**src/slc_pkg.sv**
```systemverilog
// shared constants and types for the sleep controller
`default_nettype none
package slc_pkg;
  // register indices; byte address is four times the index
  localparam logic [7:0] REG_SLEEP_CONTROL_IDX     = 8'h00;
  localparam logic [7:0] REG_REGULATOR_CONTROL_IDX = 8'h01;
  localparam logic [7:0] REG_WAKE_STATUS_IDX       = 8'h02;
  localparam logic [7:0] REG_GUARD_IDX             = 8'h03;
  // field positions
  localparam int SLEEP_EN_BIT   = 0;
  localparam int SLEEP_MODE_SELECT_LSB      = 1;
  localparam int REGULATOR_DRIVE_SELECT_LSB      = 0;
  localparam int HTLC_BIT       = 4;
  // reset values
  localparam logic [7:0] SLEEP_CONTROL_RST     = 8'h00;
  localparam logic [7:0] REGULATOR_CONTROL_RST = 8'h00;
  // field codes
  localparam logic [2:0] SLEEP_MODE_SELECT_IDLE    = 3'h0;
  localparam logic [2:0] SLEEP_MODE_SELECT_STANDBY = 3'h1;
  localparam logic [2:0] SLEEP_MODE_SELECT_PDOWN   = 3'h2;
  localparam logic [2:0] REGULATOR_DRIVE_SELECT_AUTO    = 3'h0;
  localparam logic [2:0] REGULATOR_DRIVE_SELECT_FULL    = 3'h1;
  // unlock key and window (key value arbitrary)
  localparam logic [7:0] IO_REGISTER_KEY  = 8'hd8;
  localparam logic [2:0] GUARD_WINDOW_CYC = 3'h4;
  // wake-up delay in peripheral clock cycles
  localparam logic [2:0] WAKE_CYCLES = 3'h6;
  // wake source bit positions on the source vector
  localparam int SRC_PIN     = 0;
  localparam int SRC_VLM     = 1;
  localparam int SRC_MULTI_VOLTAGE_IO    = 2;
  localparam int SRC_RTC     = 3;
  localparam int SRC_PIT     = 4;
  localparam int SRC_TWI_AM  = 5;
  localparam int SRC_CCL     = 6;
  localparam int SRC_USART   = 7;
  localparam int SRC_ADC     = 8;
  localparam int SRC_TIMER   = 9;
  localparam int SRC_AC_ZCD  = 10;
  localparam int SRC_OTHER   = 11;
  localparam int SRC_COUNT   = 12;
  typedef enum logic [2:0] {
    SLC_ACTIVE,
    SLC_SLEEP,
    SLC_START,
    SLC_COUNT,
    SLC_BOD_WAIT
  } slc_state_e;
endpackage : slc_pkg
`default_nettype wire

```
**src/slc_wake_filter.sv**
```systemverilog
// decides which pending interrupts may wake the core in the current mode
`default_nettype none
module slc_wake_filter (
  input  wire logic [2:0]                   mode_i,
  input  wire logic                         leak_cut_i,
  input  wire logic                         rtc_run_stdby_i,
  input  wire logic                         adc_run_stdby_i,
  input  wire logic                         lut_async_i,
  input  wire logic [slc_pkg::SRC_COUNT-1:0] irq_i,
  output logic                              wake_o
);
  logic [slc_pkg::SRC_COUNT-1:0] allow;

  // per-mode allow mask
  always_comb begin
    allow = '0;
    case (mode_i)
      slc_pkg::SLEEP_MODE_SELECT_IDLE: begin
        // every source, timers and comparators too, may end idle
        allow = '1;
      end
      slc_pkg::SLEEP_MODE_SELECT_STANDBY: begin
        allow[slc_pkg::SRC_PIN]    = 1'b1;
        allow[slc_pkg::SRC_VLM]    = 1'b1;
        allow[slc_pkg::SRC_MULTI_VOLTAGE_IO]   = 1'b1;
        allow[slc_pkg::SRC_RTC]    = rtc_run_stdby_i;
        allow[slc_pkg::SRC_PIT]    = rtc_run_stdby_i;
        allow[slc_pkg::SRC_TWI_AM] = 1'b1;
        allow[slc_pkg::SRC_CCL]    = 1'b1;
        allow[slc_pkg::SRC_USART]  = 1'b1;
        allow[slc_pkg::SRC_ADC]    = adc_run_stdby_i;
      end
      slc_pkg::SLEEP_MODE_SELECT_PDOWN: begin
        // pin wakes only with asynchronous sensing, which software sets up
        allow[slc_pkg::SRC_PIN]    = 1'b1;
        allow[slc_pkg::SRC_VLM]    = 1'b1;
        allow[slc_pkg::SRC_MULTI_VOLTAGE_IO]   = 1'b1;
        allow[slc_pkg::SRC_PIT]    = 1'b1;
        allow[slc_pkg::SRC_TWI_AM] = ~leak_cut_i;
        allow[slc_pkg::SRC_CCL]    = ~leak_cut_i & lut_async_i;
      end
      default: allow = '0;  // reserved codes never wake
    endcase
  end

  assign wake_o = |(allow & irq_i);
endmodule : slc_wake_filter
`default_nettype wire

```
**src/slc_sleep_controller.sv**
```systemverilog
// sleep controller: registers, sleep sequencing and wake-up timing
// Behaviour
// - wake-up waits six peripheral clocks plus oscillator and regulator start-up when off
// - idle keeps main clock running; wake-up is only six cycles
// - standby and power-down wake add oscillator and regulator start-up to six cycles
// - standby stops main clock unless a peripheral needs it running
// - power-down runs only slow oscillator and timer if detector, watchdog or timer use them
// - with detector-wait option, wake extends until brown-out detector is ready
// - sleep controller runs normally during run-time debugging
// - debug break during sleep wakes the device to active without interrupts
// - protected write without correct unlock is ignored
// - regulator control is guarded and unlocked with the io register key
// - standby wake sources listed; converter only with run-in-standby
// - real-time clock wakes standby only with run-in-standby; power-down only timer
// - leakage cut in power-down disables address-match and logic-cell wake
// - logic cell wakes power-down only with asynchronous lookup-table path
// - timers and comparators never wake standby or power-down; others idle only
// - sleep mode field: 0 idle, 1 standby, 2 power-down, rest reserved
// - regulator drive field: 0 automatic saving, 1 full drive
// - leakage cut acts only in automatic drive and power-down sleep
//
// Implementation choice: the Wishbone slave port.
`default_nettype none
module slc_sleep_controller #(
  parameter int unsigned ADDR_W = 4
) (
  input  wire logic                          clk_i,
  input  wire logic                          rst_i,
  // classic wishbone slave
  input  wire logic                          wb_cyc_i,
  input  wire logic                          wb_stb_i,
  input  wire logic                          wb_we_i,
  input  wire logic [ADDR_W-1:0]             wb_adr_i,
  input  wire logic [3:0]                    wb_sel_i,
  input  wire logic [31:0]                   wb_dat_i,
  output logic [31:0]                        wb_dat_o,
  output logic                               wb_ack_o,
  output logic                               wb_err_o,
  // cpu side
  input  wire logic                          sleep_instr_i,
  input  wire logic                          debug_break_i,
  input  wire logic [slc_pkg::SRC_COUNT-1:0] irq_i,
  // peripheral configuration
  input  wire logic                          rtc_run_stdby_i,
  input  wire logic                          adc_run_stdby_i,
  input  wire logic                          lut_async_i,
  input  wire logic                          main_clk_needed_i,
  input  wire logic                          slow_clk_needed_i,
  input  wire logic                          bod_wait_fuse_i,
  input  wire logic                          bod_ready_i,
  input  wire logic                          osc_ready_i,
  input  wire logic                          reg_ready_i,
  // power and clock controls
  output logic                               cpu_halt_o,
  output logic                               main_clk_en_o,
  output logic                               slow_clk_en_o,
  output logic                               regulator_low_o,
  output logic                               leak_cut_o,
  output logic                               regulator_full_o,
  output logic [1:0]                         sleep_state_o
);

  typedef struct packed {
    logic [7:0]           sleep_ctrl;
    logic [7:0]           reg_ctrl;
    logic [2:0]           guard_cnt;
    slc_pkg::slc_state_e  state;
    logic [2:0]           mode;
    logic                 osc_off;
    logic                 reg_off;
    logic [2:0]           wake_cnt;
    logic                 woke_by_break;
    logic                 ack;
    logic [31:0]          rdata;
    logic                 err;
  } slc_state_s;

  slc_state_s q, d;
  logic       wake_req;
  logic [2:0] cur_mode;
  logic       leak_eff;

  // register index from the byte address
  function automatic logic [7:0] reg_index(input logic [ADDR_W-1:0] a);
    reg_index = 8'(a >> 2);
  endfunction : reg_index

  assign cur_mode = q.mode;
  // leakage cut only in automatic drive and power-down sleep
  assign leak_eff = q.reg_ctrl[slc_pkg::HTLC_BIT]
                    & (q.reg_ctrl[2:0] == slc_pkg::REGULATOR_DRIVE_SELECT_AUTO)
                    & (q.mode == slc_pkg::SLEEP_MODE_SELECT_PDOWN)
                    & (q.state != slc_pkg::SLC_ACTIVE);

  slc_wake_filter u_filter (
    .mode_i          (cur_mode),
    .leak_cut_i      (leak_eff),
    .rtc_run_stdby_i (rtc_run_stdby_i),
    .adc_run_stdby_i (adc_run_stdby_i),
    .lut_async_i     (lut_async_i),
    .irq_i           (irq_i),
    .wake_o          (wake_req)
  );

  // next-state logic: bus, guard and sequencer
  always_comb begin
    logic       req;
    logic       wr;
    logic [7:0] idx;
    logic [7:0] wdata;
    req   = 1'b0;
    wr    = 1'b0;
    idx   = 8'h00;
    wdata = 8'h00;
    d     = q;
    d.ack = 1'b0;
    d.err = 1'b0;
    req   = wb_cyc_i & wb_stb_i & ~q.ack & ~q.err;
    wr    = req & wb_we_i & wb_sel_i[0];
    idx   = reg_index(wb_adr_i);
    wdata = wb_dat_i[7:0];

    // guard window counts down after a key write
    if (q.guard_cnt != 3'h0) begin
      d.guard_cnt = q.guard_cnt - 3'h1;
    end

    if (req) begin
      d.rdata = 32'h0;
      case (idx)
        slc_pkg::REG_SLEEP_CONTROL_IDX: begin
          d.ack   = 1'b1;
          d.rdata = {24'h0, q.sleep_ctrl};
          if (wr) begin
            d.sleep_ctrl = {4'h0, wdata[3:0]};
          end
        end
        slc_pkg::REG_REGULATOR_CONTROL_IDX: begin
          d.ack   = 1'b1;
          d.rdata = {24'h0, q.reg_ctrl};
          // unguarded writes leave it unchanged
          if (wr && q.guard_cnt != 3'h0) begin
            d.reg_ctrl  = {3'h0, wdata[4], 1'b0, wdata[2:0]};
            d.guard_cnt = 3'h0;
          end
        end
        slc_pkg::REG_WAKE_STATUS_IDX: begin
          d.ack   = 1'b1;
          d.rdata = {27'h0, q.woke_by_break, 1'b0, 3'(q.state)};
        end
        slc_pkg::REG_GUARD_IDX: begin
          d.ack   = 1'b1;
          d.rdata = {29'h0, q.guard_cnt};
          if (wr && wdata == slc_pkg::IO_REGISTER_KEY) begin
            d.guard_cnt = slc_pkg::GUARD_WINDOW_CYC;
          end
        end
        default: d.err = 1'b1;  // unmapped address
      endcase
    end

    // sleep sequencer; debug only matters via break events
    case (q.state)
      slc_pkg::SLC_ACTIVE: begin
        // entry needs enable set and a known mode
        if (sleep_instr_i && q.sleep_ctrl[slc_pkg::SLEEP_EN_BIT]
            && q.sleep_ctrl[3:1] <= slc_pkg::SLEEP_MODE_SELECT_PDOWN) begin
          d.mode          = q.sleep_ctrl[3:1];
          d.state         = slc_pkg::SLC_SLEEP;
          d.woke_by_break = 1'b0;
          d.osc_off = (q.sleep_ctrl[3:1] != slc_pkg::SLEEP_MODE_SELECT_IDLE);
          d.reg_off = (q.sleep_ctrl[3:1] != slc_pkg::SLEEP_MODE_SELECT_IDLE)
                      && (q.reg_ctrl[2:0] == slc_pkg::REGULATOR_DRIVE_SELECT_AUTO);
        end
      end
      slc_pkg::SLC_SLEEP: begin
        if (wake_req || debug_break_i) begin
          d.woke_by_break = debug_break_i & ~wake_req;
          d.state         = slc_pkg::SLC_START;
        end
      end
      slc_pkg::SLC_START: begin
        // wait oscillator and regulator, then count
        if ((!q.osc_off || osc_ready_i) && (!q.reg_off || reg_ready_i)) begin
          d.wake_cnt = slc_pkg::WAKE_CYCLES - 3'h1;
          d.state    = slc_pkg::SLC_COUNT;
        end
      end
      slc_pkg::SLC_COUNT: begin
        if (q.wake_cnt != 3'h0) begin
          d.wake_cnt = q.wake_cnt - 3'h1;
        end else if (bod_wait_fuse_i && !bod_ready_i) begin
          d.state = slc_pkg::SLC_BOD_WAIT;
        end else begin
          d.state = slc_pkg::SLC_ACTIVE;
        end
      end
      slc_pkg::SLC_BOD_WAIT: begin
        if (bod_ready_i) begin
          d.state = slc_pkg::SLC_ACTIVE;
        end
      end
      default: d.state = slc_pkg::SLC_ACTIVE;
    endcase
  end

  // single state register
  always_ff @(posedge clk_i) begin
    if (rst_i) begin
      q            <= '0;
      q.sleep_ctrl <= slc_pkg::SLEEP_CONTROL_RST;
      q.reg_ctrl   <= slc_pkg::REGULATOR_CONTROL_RST;
      q.state      <= slc_pkg::SLC_ACTIVE;
    end else begin
      q <= d;
    end
  end

  // bus outputs; ack is a one-cycle pulse after the request
  assign wb_ack_o = q.ack;
  assign wb_err_o = q.err;
  assign wb_dat_o = q.rdata;

  // core halted from sleep entry until wake-up completes; no debug gating
  assign cpu_halt_o = (q.state != slc_pkg::SLC_ACTIVE);

  // main clock: idle keeps it, standby only on demand, power-down off
  always_comb begin
    main_clk_en_o = 1'b1;
    slow_clk_en_o = 1'b1;
    if (q.state == slc_pkg::SLC_SLEEP) begin
      case (q.mode)
        slc_pkg::SLEEP_MODE_SELECT_IDLE:    main_clk_en_o = 1'b1;
        slc_pkg::SLEEP_MODE_SELECT_STANDBY: main_clk_en_o = main_clk_needed_i;
        slc_pkg::SLEEP_MODE_SELECT_PDOWN: begin
          main_clk_en_o = 1'b0;
          slow_clk_en_o = slow_clk_needed_i;
        end
        default:                main_clk_en_o = 1'b1;
      endcase
    end
  end

  // regulator drops to low power in deep sleep under automatic drive
  assign regulator_low_o  = (q.state == slc_pkg::SLC_SLEEP) & q.reg_off;
  assign regulator_full_o = (q.reg_ctrl[2:0] == slc_pkg::REGULATOR_DRIVE_SELECT_FULL);
  assign leak_cut_o       = leak_eff & (q.state == slc_pkg::SLC_SLEEP);
  assign sleep_state_o    = (q.state == slc_pkg::SLC_SLEEP) ? 2'h1
                          : (q.state == slc_pkg::SLC_ACTIVE) ? 2'h0 : 2'h2;

endmodule : slc_sleep_controller
`default_nettype wire

```
**config.mk**
```make
export PLATFORM = sky130hd
export DESIGN_NAME = slc_sleep_controller
export DESIGN_NICKNAME = d
export VERILOG_FILES = /design/src/slc_pkg.sv /design/src/slc_wake_filter.sv /design/src/slc_sleep_controller.sv
export SDC_FILE = /design/constraint.sdc
export NUM_CORES = 1
export LEC_CHECK = 0
export BUFFER_PORTS_ARGS = -buffer_cell sky130_fd_sc_hd__buf_2
export CORE_MARGIN = 10
export CORE_UTILIZATION = 38
export CTS_CLUSTER_DIAMETER = 120
export CTS_CLUSTER_SIZE = 10
export DETAILED_ROUTE_END_ITERATION = 10
export PLACE_DENSITY = 0.76
export SLEW_MARGIN = 15
export SYNTH_ARGS = -nofsm -noshare
export SYNTH_HDL_FRONTEND = slang
export SYNTH_SLANG_ARGS = --single-unit
```
**constraint.sdc**
```tcl
create_clock -name clk_i -period 1.65 [get_ports clk_i]
set_input_delay 0.2475 -clock clk_i [delete_from_list [all_inputs] [get_ports clk_i]]
set_output_delay 0.2475 -clock clk_i [all_outputs]
set_load 0.03 [all_outputs]
```
==> flow_summary.yaml, run 1 <==
cts:
  clkLatencyLatePin_ps: 280
  hold_buffers: 0
  cts.path.max_buffers: 2
  cts_tree: "yes"
  numCtsBuffers: 5
  clkSinkCount: 30
  root_buffer: "sky130_fd_sc_hd__clkbuf_8"
  clock_tree.htree_level_count: 2
  clk_transition_reported_paths_ps: 60
hold_path:
  cell_count_of_the_worst_hold_path: 2
  min-delay-path-class: "in -> reg"
place:
  port_buffers: 53
  dp.final_hpwl_um: 4150
  dpl_worst_slack_ps: 74.1
  finalWeightedCongestion: 0.831
synth:
  synthesis.yosys.warnings: 0
  dominantRegCellSynth: "sky130_fd_sc_hd__dfxtp_1"
  synth-simple-area-share_pct: 22.0
  synth_top_family_by_area: "simple AND/OR/NAND/NOR gates"
  asyncSetResetFlopFracSynth_pct: 0
  post_synth_most_frequent_cells: "sky130_fd_sc_hd__buf_4, sky130_fd_sc_hd__dfxtp_1, sky130_fd_sc_hd__nor2_1"
  number_of_enable_type_register_cells_in_the_synthesized_netlist: 0
  yosys-top-cells-area: "sky130_fd_sc_hd__dfxtp_1, sky130_fd_sc_hd__buf_4, sky130_fd_sc_hd__ha_1, sky130_fd_sc_hd__nor2_1, sky130_fd_sc_hd__mux2i_1"
  post_synth_fa_ha_maj_area_fraction_pct: 5.11
  syn_area_per_cell_um2: 8.37
  synthCells: 234
  synth_compound_area_share_pct: 18.3
  ys_seq_area_share_pct: 30.7
  netlist_area_mm2: 0.00196
  synthMuxAreaShare_pct: 5.75
  parity_gate_share_of_the_synthesized_area_counting_xor_and_xnor_cells_pct: 0.447
  top_count_cell_post_synth: "sky130_fd_sc_hd__buf_4"
  yosysUniqueCellTypes: 50
  netlist.area_leader.share_pct: 30.7
  netlist.top_cell.by_area: "sky130_fd_sc_hd__dfxtp_1"
  ys_ff_latch: 30
critical_path:
  timing.critical_path.required_ps: 1400
  crit_path_max_incr_delay_ps: 360
  timing.setup.critical_path_class: "reg -> out"
  worstSetupEndpointType: "output port"
  critPathTopFamily: "simple AND/OR/NAND/NOR gates"
  worst_r2r_path_depth: 8
  setup.worst_path.start_class: "register"
  critical_path_arrival_ps: 1350
  critPathMaxFanout: 3
  critical_path.slowest_cell: "sky130_fd_sc_hd__dfxtp_4"
  crit_path_cell_trace: "nor3b_4 -> nand3_2 -> or2_1 -> buf_6"
  critical_path_depth: 4
  worst-path-buf-inv: 1
cells_and_area:
  area_of_the_multi_input_gates_mm2: 0.00114
  layout.nets: 371
  layout-drive-gt1-share_pct: 33.6
  antenna-diode-count: 0
  layout-area-overhead-vs-synth_pct: 21.0
  area.sequential_um2: 611
  num-fill-cells: 508
grt:
  first_pass_grt_wire_length_um: 8610
  gr-total-overflow: 0
  antenna_found_initial: 0
  first_global_vias: 1825
  global_route.usage.total_pct: 12.3
  largest_net_degree_at_the_start_of_global_routing: 18
route:
  first_iter_violations: 60
  remaining_drc_errors: 0
  postRouteAntennaNets: 0
  wirelength_per_cell_um: 14.1
  drt-total-wl_um: 5160
  num_vias: 1772
  dr.pass1.iters: 4
  post_drt_via_cell_ratio: 4.85
status:
  outcome: "completed"
timing:
  number_of_slew_limit_violations_in_the_final_report: 0
  timing_hold_violations_final: 0
  timing.final.setup_violations: 0
  worst_clock_skew_ps: 4.63
  min_period_ps: 1590
  fin_crit_sh_pct: 96.6
  worstMarginPinSlew_ps: 531
  max_clock_freq_mhz: 627
  setup_slack_ps: 55.5
  relSlewSlack_pct: 64.2
  rsz0062_at_grt: "yes"
power:
  design_power_total_w: 0.00182
  cellLeakagePower_nw: 1.11
  ir_worst_vdd_v: 0.000508
  cellPowerDensity_mw_per_mm2: 770
die:
  die_area_mm2: 0.00842
  io-pin-count: 110
  design.core.area_mm2: 0.00504
  starting_utilization_of_the_core_area_pct: 38.8
  floorplan.die.height_um: 91.8
  placementRows: 26
  dieWidth_um: 91.8
run:
  drv.max_cap_violation_count: 0
[layout by cell type, fill, tap and decap left out, types with 3 or more instances in the layout]
cell type and n:
sky130_fd_sc_hd__dfxtp_1 26, sky130_fd_sc_hd__mux2i_1 9, sky130_fd_sc_hd__a21oi_1 15, sky130_fd_sc_hd__conb_1 28, sky130_fd_sc_hd__o211ai_1 3, sky130_fd_sc_hd__clkbuf_8 5
sky130_fd_sc_hd__nor3_1 6, sky130_fd_sc_hd__a22oi_1 7, sky130_fd_sc_hd__buf_4 15, sky130_fd_sc_hd__a221oi_1 3, sky130_fd_sc_hd__nor2_1 23, sky130_fd_sc_hd__ha_1 8
sky130_fd_sc_hd__buf_2 51, sky130_fd_sc_hd__inv_1 16, sky130_fd_sc_hd__nand2_1 16, sky130_fd_sc_hd__nand3_1 5
[final timing paths]
path | start | to | slack (ps)
worst min register to register | wb_dat_o[3] | wb_dat_o[3] | 460
worst max-delay path | q[45] | slow_clk_en_o | 60
worst min-delay path | bod_ready_i | q[45] | 120
worst max register to register | q[35] | q[43] | 170
[power by group]
part / internal (W) / switching, W
Sequential: 0.000760 / 0.0000347
Combinational: 0.000191 / 0.000281
Clock: 0.000282 / 0.000275
Total: 0.00123 / 0.000591
[repair_timing]
| item | 4_1_cts | 5_1_grt |
|---|---|---|
| gates resized for setup | 4 | 12 |
| pin swaps | 1 | 2 |
| setup endpoints to repair | 2 | 9 |
| setup buffers | 1 | 1 |
| gates cloned | 0 | 0 |
[state kept, by name, summed over array words and instances, names as in the netlist]
register  cells
q            20
wb_dat_o      5
cur_mode      3
wb_err_o      1
wb_ack_o      1
[per-stage QoR]
stage          area, um2  cells  hold slack (ps)  util (%)  TNS [ps]
2_1_floorplan       2060    261              319         -         0
3_3_place_gp        2230    356              437      44.2         0
3_5_place_dp        2230    356              439      44.2         0
4_1_cts             2320    364              122      46.1         0
5_1_grt             2370    365              114      47.0     -3.94
6_report            2370    365              122      47.0         0
[cell families (layout without fill, tap and decap cells)]
logic type	count (synthesis)	in the layout
and+or+nand+nor	78	78
buffers and inverters	57	91
AOI/OAI and AO/OA	48	48
DFF	30	30
muxes	11	11
adders and majority gates	8	8
other	1	28
xor gates and xnor gates	1	1
[final cells by class]
cell class                 count  area share (%)
clock buffer                   5            2.91
sequential                    30            25.8
multi-input combinational    174            48.3
inverter                      16            2.54
tap                           70            3.70
timing repair buffer          68            16.3
clock inverter                 2           0.423
[routing by layer]
| layer | track usage, % | vias up | part of all wire, % |
|---|---|---|---|
| met5 | 0 | - | 0 |
| met4 | 4.88 | 0 | 2.0 |
| met3 | 5.38 | 12 | 7.9 |
| met2 | 20.4 | 59 | 48 |
| met1 | 13.4 | 821 | 42 |
| li1 | - | 880 | - |
Note: power is estimated with default switching activity, not from simulation.
==> run 2: changes to the inputs <==
--- a/config.mk
+++ b/config.mk
@@ -9,3 +9,3 @@
 export CORE_MARGIN = 10
-export CORE_UTILIZATION = 38
+export CORE_UTILIZATION = 44
 export CTS_CLUSTER_DIAMETER = 120
@@ -13,3 +13,3 @@
 export DETAILED_ROUTE_END_ITERATION = 10
-export PLACE_DENSITY = 0.76
+export PLACE_DENSITY = 0.86
 export SLEW_MARGIN = 15
==> constraint.sdc (replaced) <==
create_clock -name clk_i -period 1.65 [get_ports clk_i]
set_input_delay 0.165 -clock clk_i [delete_from_list [all_inputs] [get_ports clk_i]]
set_output_delay 0.165 -clock clk_i [all_outputs]
set_load 0.03 [all_outputs]
==> run 2 against run 1 <==
Flip-flop and latch count unchanged. Combinational power down 3%. Clock power up 11%. Clock skew up 0.51 ps. Maximum frequency up 0.98%. Die area down 11%. First-iteration DRC count up 120%. Register-to-register slack about the same. Critical endpoint unchanged. Largest cell class unchanged. Largest power group unchanged.
==> flow_summary.yaml, run 2 (synthesis results as in run 1) <==
status:
  outcome: "completed"
power:
  ir_worst_vdd_v: 0.000682
  share_clk_of_total_power_pct: 33.1
  combinationalPowerShare_pct: 24.4
  cellLeakagePower_nw: 1.09
  total_switching_power_w: 0.000588
  power.share.sequential_pct: 42.4
  cellPowerDensity_mw_per_mm2: 811
  power_switching_share_pct: 31.4
  intPower_w: 0.00129
place:
  dp.final_hpwl_um: 4080
  finalWeightedCongestion: 0.844
  port_buffers: 53
  place_area_mm2: 0.00219
route:
  num_vias: 1805
  postRouteAntennaNets: 0
  post_drt_via_cell_ratio: 5.23
  remaining_drc_errors: 0
  first_iter_violations: 131
  wirelength_per_cell_um: 14.5
  drt-total-wl_um: 4990
  dr.pass1.iters: 4
grt:
  antenna_found_initial: 0
  first_pass_grt_wire_length_um: 8200
  global_route.usage.total_pct: 13.2
  largest_net_degree_at_the_start_of_global_routing: 21
  gr-total-overflow: 0
  first_global_vias: 1806
cells_and_area:
  most_frequent_standard_cell_in_the_layout_excluding_fill_and_tap_cells: "sky130_fd_sc_hd__buf_2"
  final_area_mm2: 0.00231
  layout.nets: 368
  antenna-diode-count: 0
  largest_register_ffs: 20
  layout-area-overhead-vs-synth_pct: 18.0
  registers.top_by_ff_count: "q"
  layout-drive-gt1-share_pct: 31.1
  most-common-layout-cells: "sky130_fd_sc_hd__buf_2, sky130_fd_sc_hd__conb_1, sky130_fd_sc_hd__dfxtp_1"
  num-fill-cells: 431
cts:
  cts.path.max_buffers: 2
  numCtsBuffers: 5
  cts_tree: "yes"
  root_buffer: "sky130_fd_sc_hd__clkbuf_8"
  hold_buffers: 0
  clkSinkCount: 30
  clock_tree.htree_level_count: 2
  clkLatencyLatePin_ps: 290
  clk_transition_reported_paths_ps: 70
critical_path:
  critical_path_arrival_ps: 1410
  critical_path.slowest_cell: "sky130_fd_sc_hd__dfxtp_2"
  crit_path_max_incr_delay_ps: 390
  critPathMaxFanout: 7
  timing.setup.critical_path_class: "reg -> out"
  worstSetupEndpointType: "output port"
  crit_path_cell_trace: "nor3b_4 -> nand3_1 -> or2_1 -> buf_2"
  timing.critical_path.required_ps: 1480
  setup.worst_path.start_class: "register"
die:
  design.core.area_mm2: 0.00432
  io-pin-count: 110
  dieWidth_um: 86.7
  floorplan.die.height_um: 86.7
  die_area_mm2: 0.00752
  starting_utilization_of_the_core_area_pct: 45.3
  placementRows: 24
timing:
  fin_tns_setup_ps: 0
  fin_crit_sh_pct: 95.7
  number_of_slew_limit_violations_in_the_final_report: 0
  worstMarginPinSlew_ps: 503
  timing_hold_violations_final: 0
  relSlewSlack_pct: 66.1
  fin_hold_ws_ps: 30.9
  timing.final.setup_violations: 0
  min_period_ps: 1580
  max_clock_freq_mhz: 633
  worst_clock_skew_ps: 5.13
hold_path:
  min-delay-path-class: "in -> reg"
run:
  drv.max_cap_violation_count: 0
-- run 2: area by class of cell --
class / count / area (um2) / area share, %
Tap cell: 52 / 65.1 / 2.82
Timing Repair Buffer: 65 / 358 / 15.5
Inverter: 16 / 60.1 / 2.60
Sequential cell: 30 / 606 / 26.2
Clock buffer: 6 / 82.6 / 3.57
Clock inverter: 2 / 12.5 / 0.541
Multi-Input combinational cell: 174 / 1130 / 48.8
-- run 2: critical path, delay by kind of cell, from the launching register on --
| family | cells | cell delay (ps) |
|---|---|---|
| simple gates | 3 | 560 |
| buf+inv | 1 | 180 |
| flops | 1 | 390 |
-- run 2: path summary, 6_finish.rpt --
kind / cells past startpoint / startpoint / to / slack, ps
worst min register to register: 2 / wb_dat_o[3] / wb_dat_o[3] / 450
worst max-delay path: 4 / q[44] / slow_clk_en_o / 70
worst min-delay path: 2 / bod_ready_i / q[45] / 30
worst max register to register: 8 / q[35] / q[43] / 180
-- run 2: power groups by stage --
stage | Clock, W | Sequential, W | Combinational, W
2_1_floorplan | 0 | 0.000806 | 0.000377
3_3_place_gp | 0 | 0.000811 | 0.000441
3_5_place_dp | 0 | 0.000812 | 0.000455
4_1_cts | 0.000643 | 0.000795 | 0.000457
5_1_grt | 0.000677 | 0.000799 | 0.000513
6_report | 0.000621 | 0.000795 | 0.000457
-- run 2: what timing repair did --
| action | 4_1_cts | 5_1_grt |
|---|---|---|
| cloned | 0 | 0 |
| pin swaps | 1 | 1 |
| setup buffers | 1 | 0 |
| resized for setup | 2 | 5 |
| endpoints found under the setup margin | 2 | 4 |
-- run 2: layer usage --
metal  track usage [%]  part of all wire (%)  wire length, um  vias to the layer above
met2              22.0                    50             2500                       72
met5                 0                     0                0                        -
met3              5.44                    10              498                        3
met1              15.2                    39             1960                      853
met4              3.09                  0.72               36                        0
li1                  -                     -                -                      877
-- run 2: metrics by stage --
stage | util, % | power [W] | worst slack [ps] | cells
after floorplan | - | 0.00118 | 51.7 | 261
after global placement | 50.6 | 0.00125 | 151 | 336
after detailed placement | 50.6 | 0.00127 | 153 | 336
after CTS | 53.0 | 0.00190 | 7.57 | 345
after global routing | 53.4 | 0.00199 | -14.7 | 345
final | 53.4 | 0.00187 | 70.9 | 345
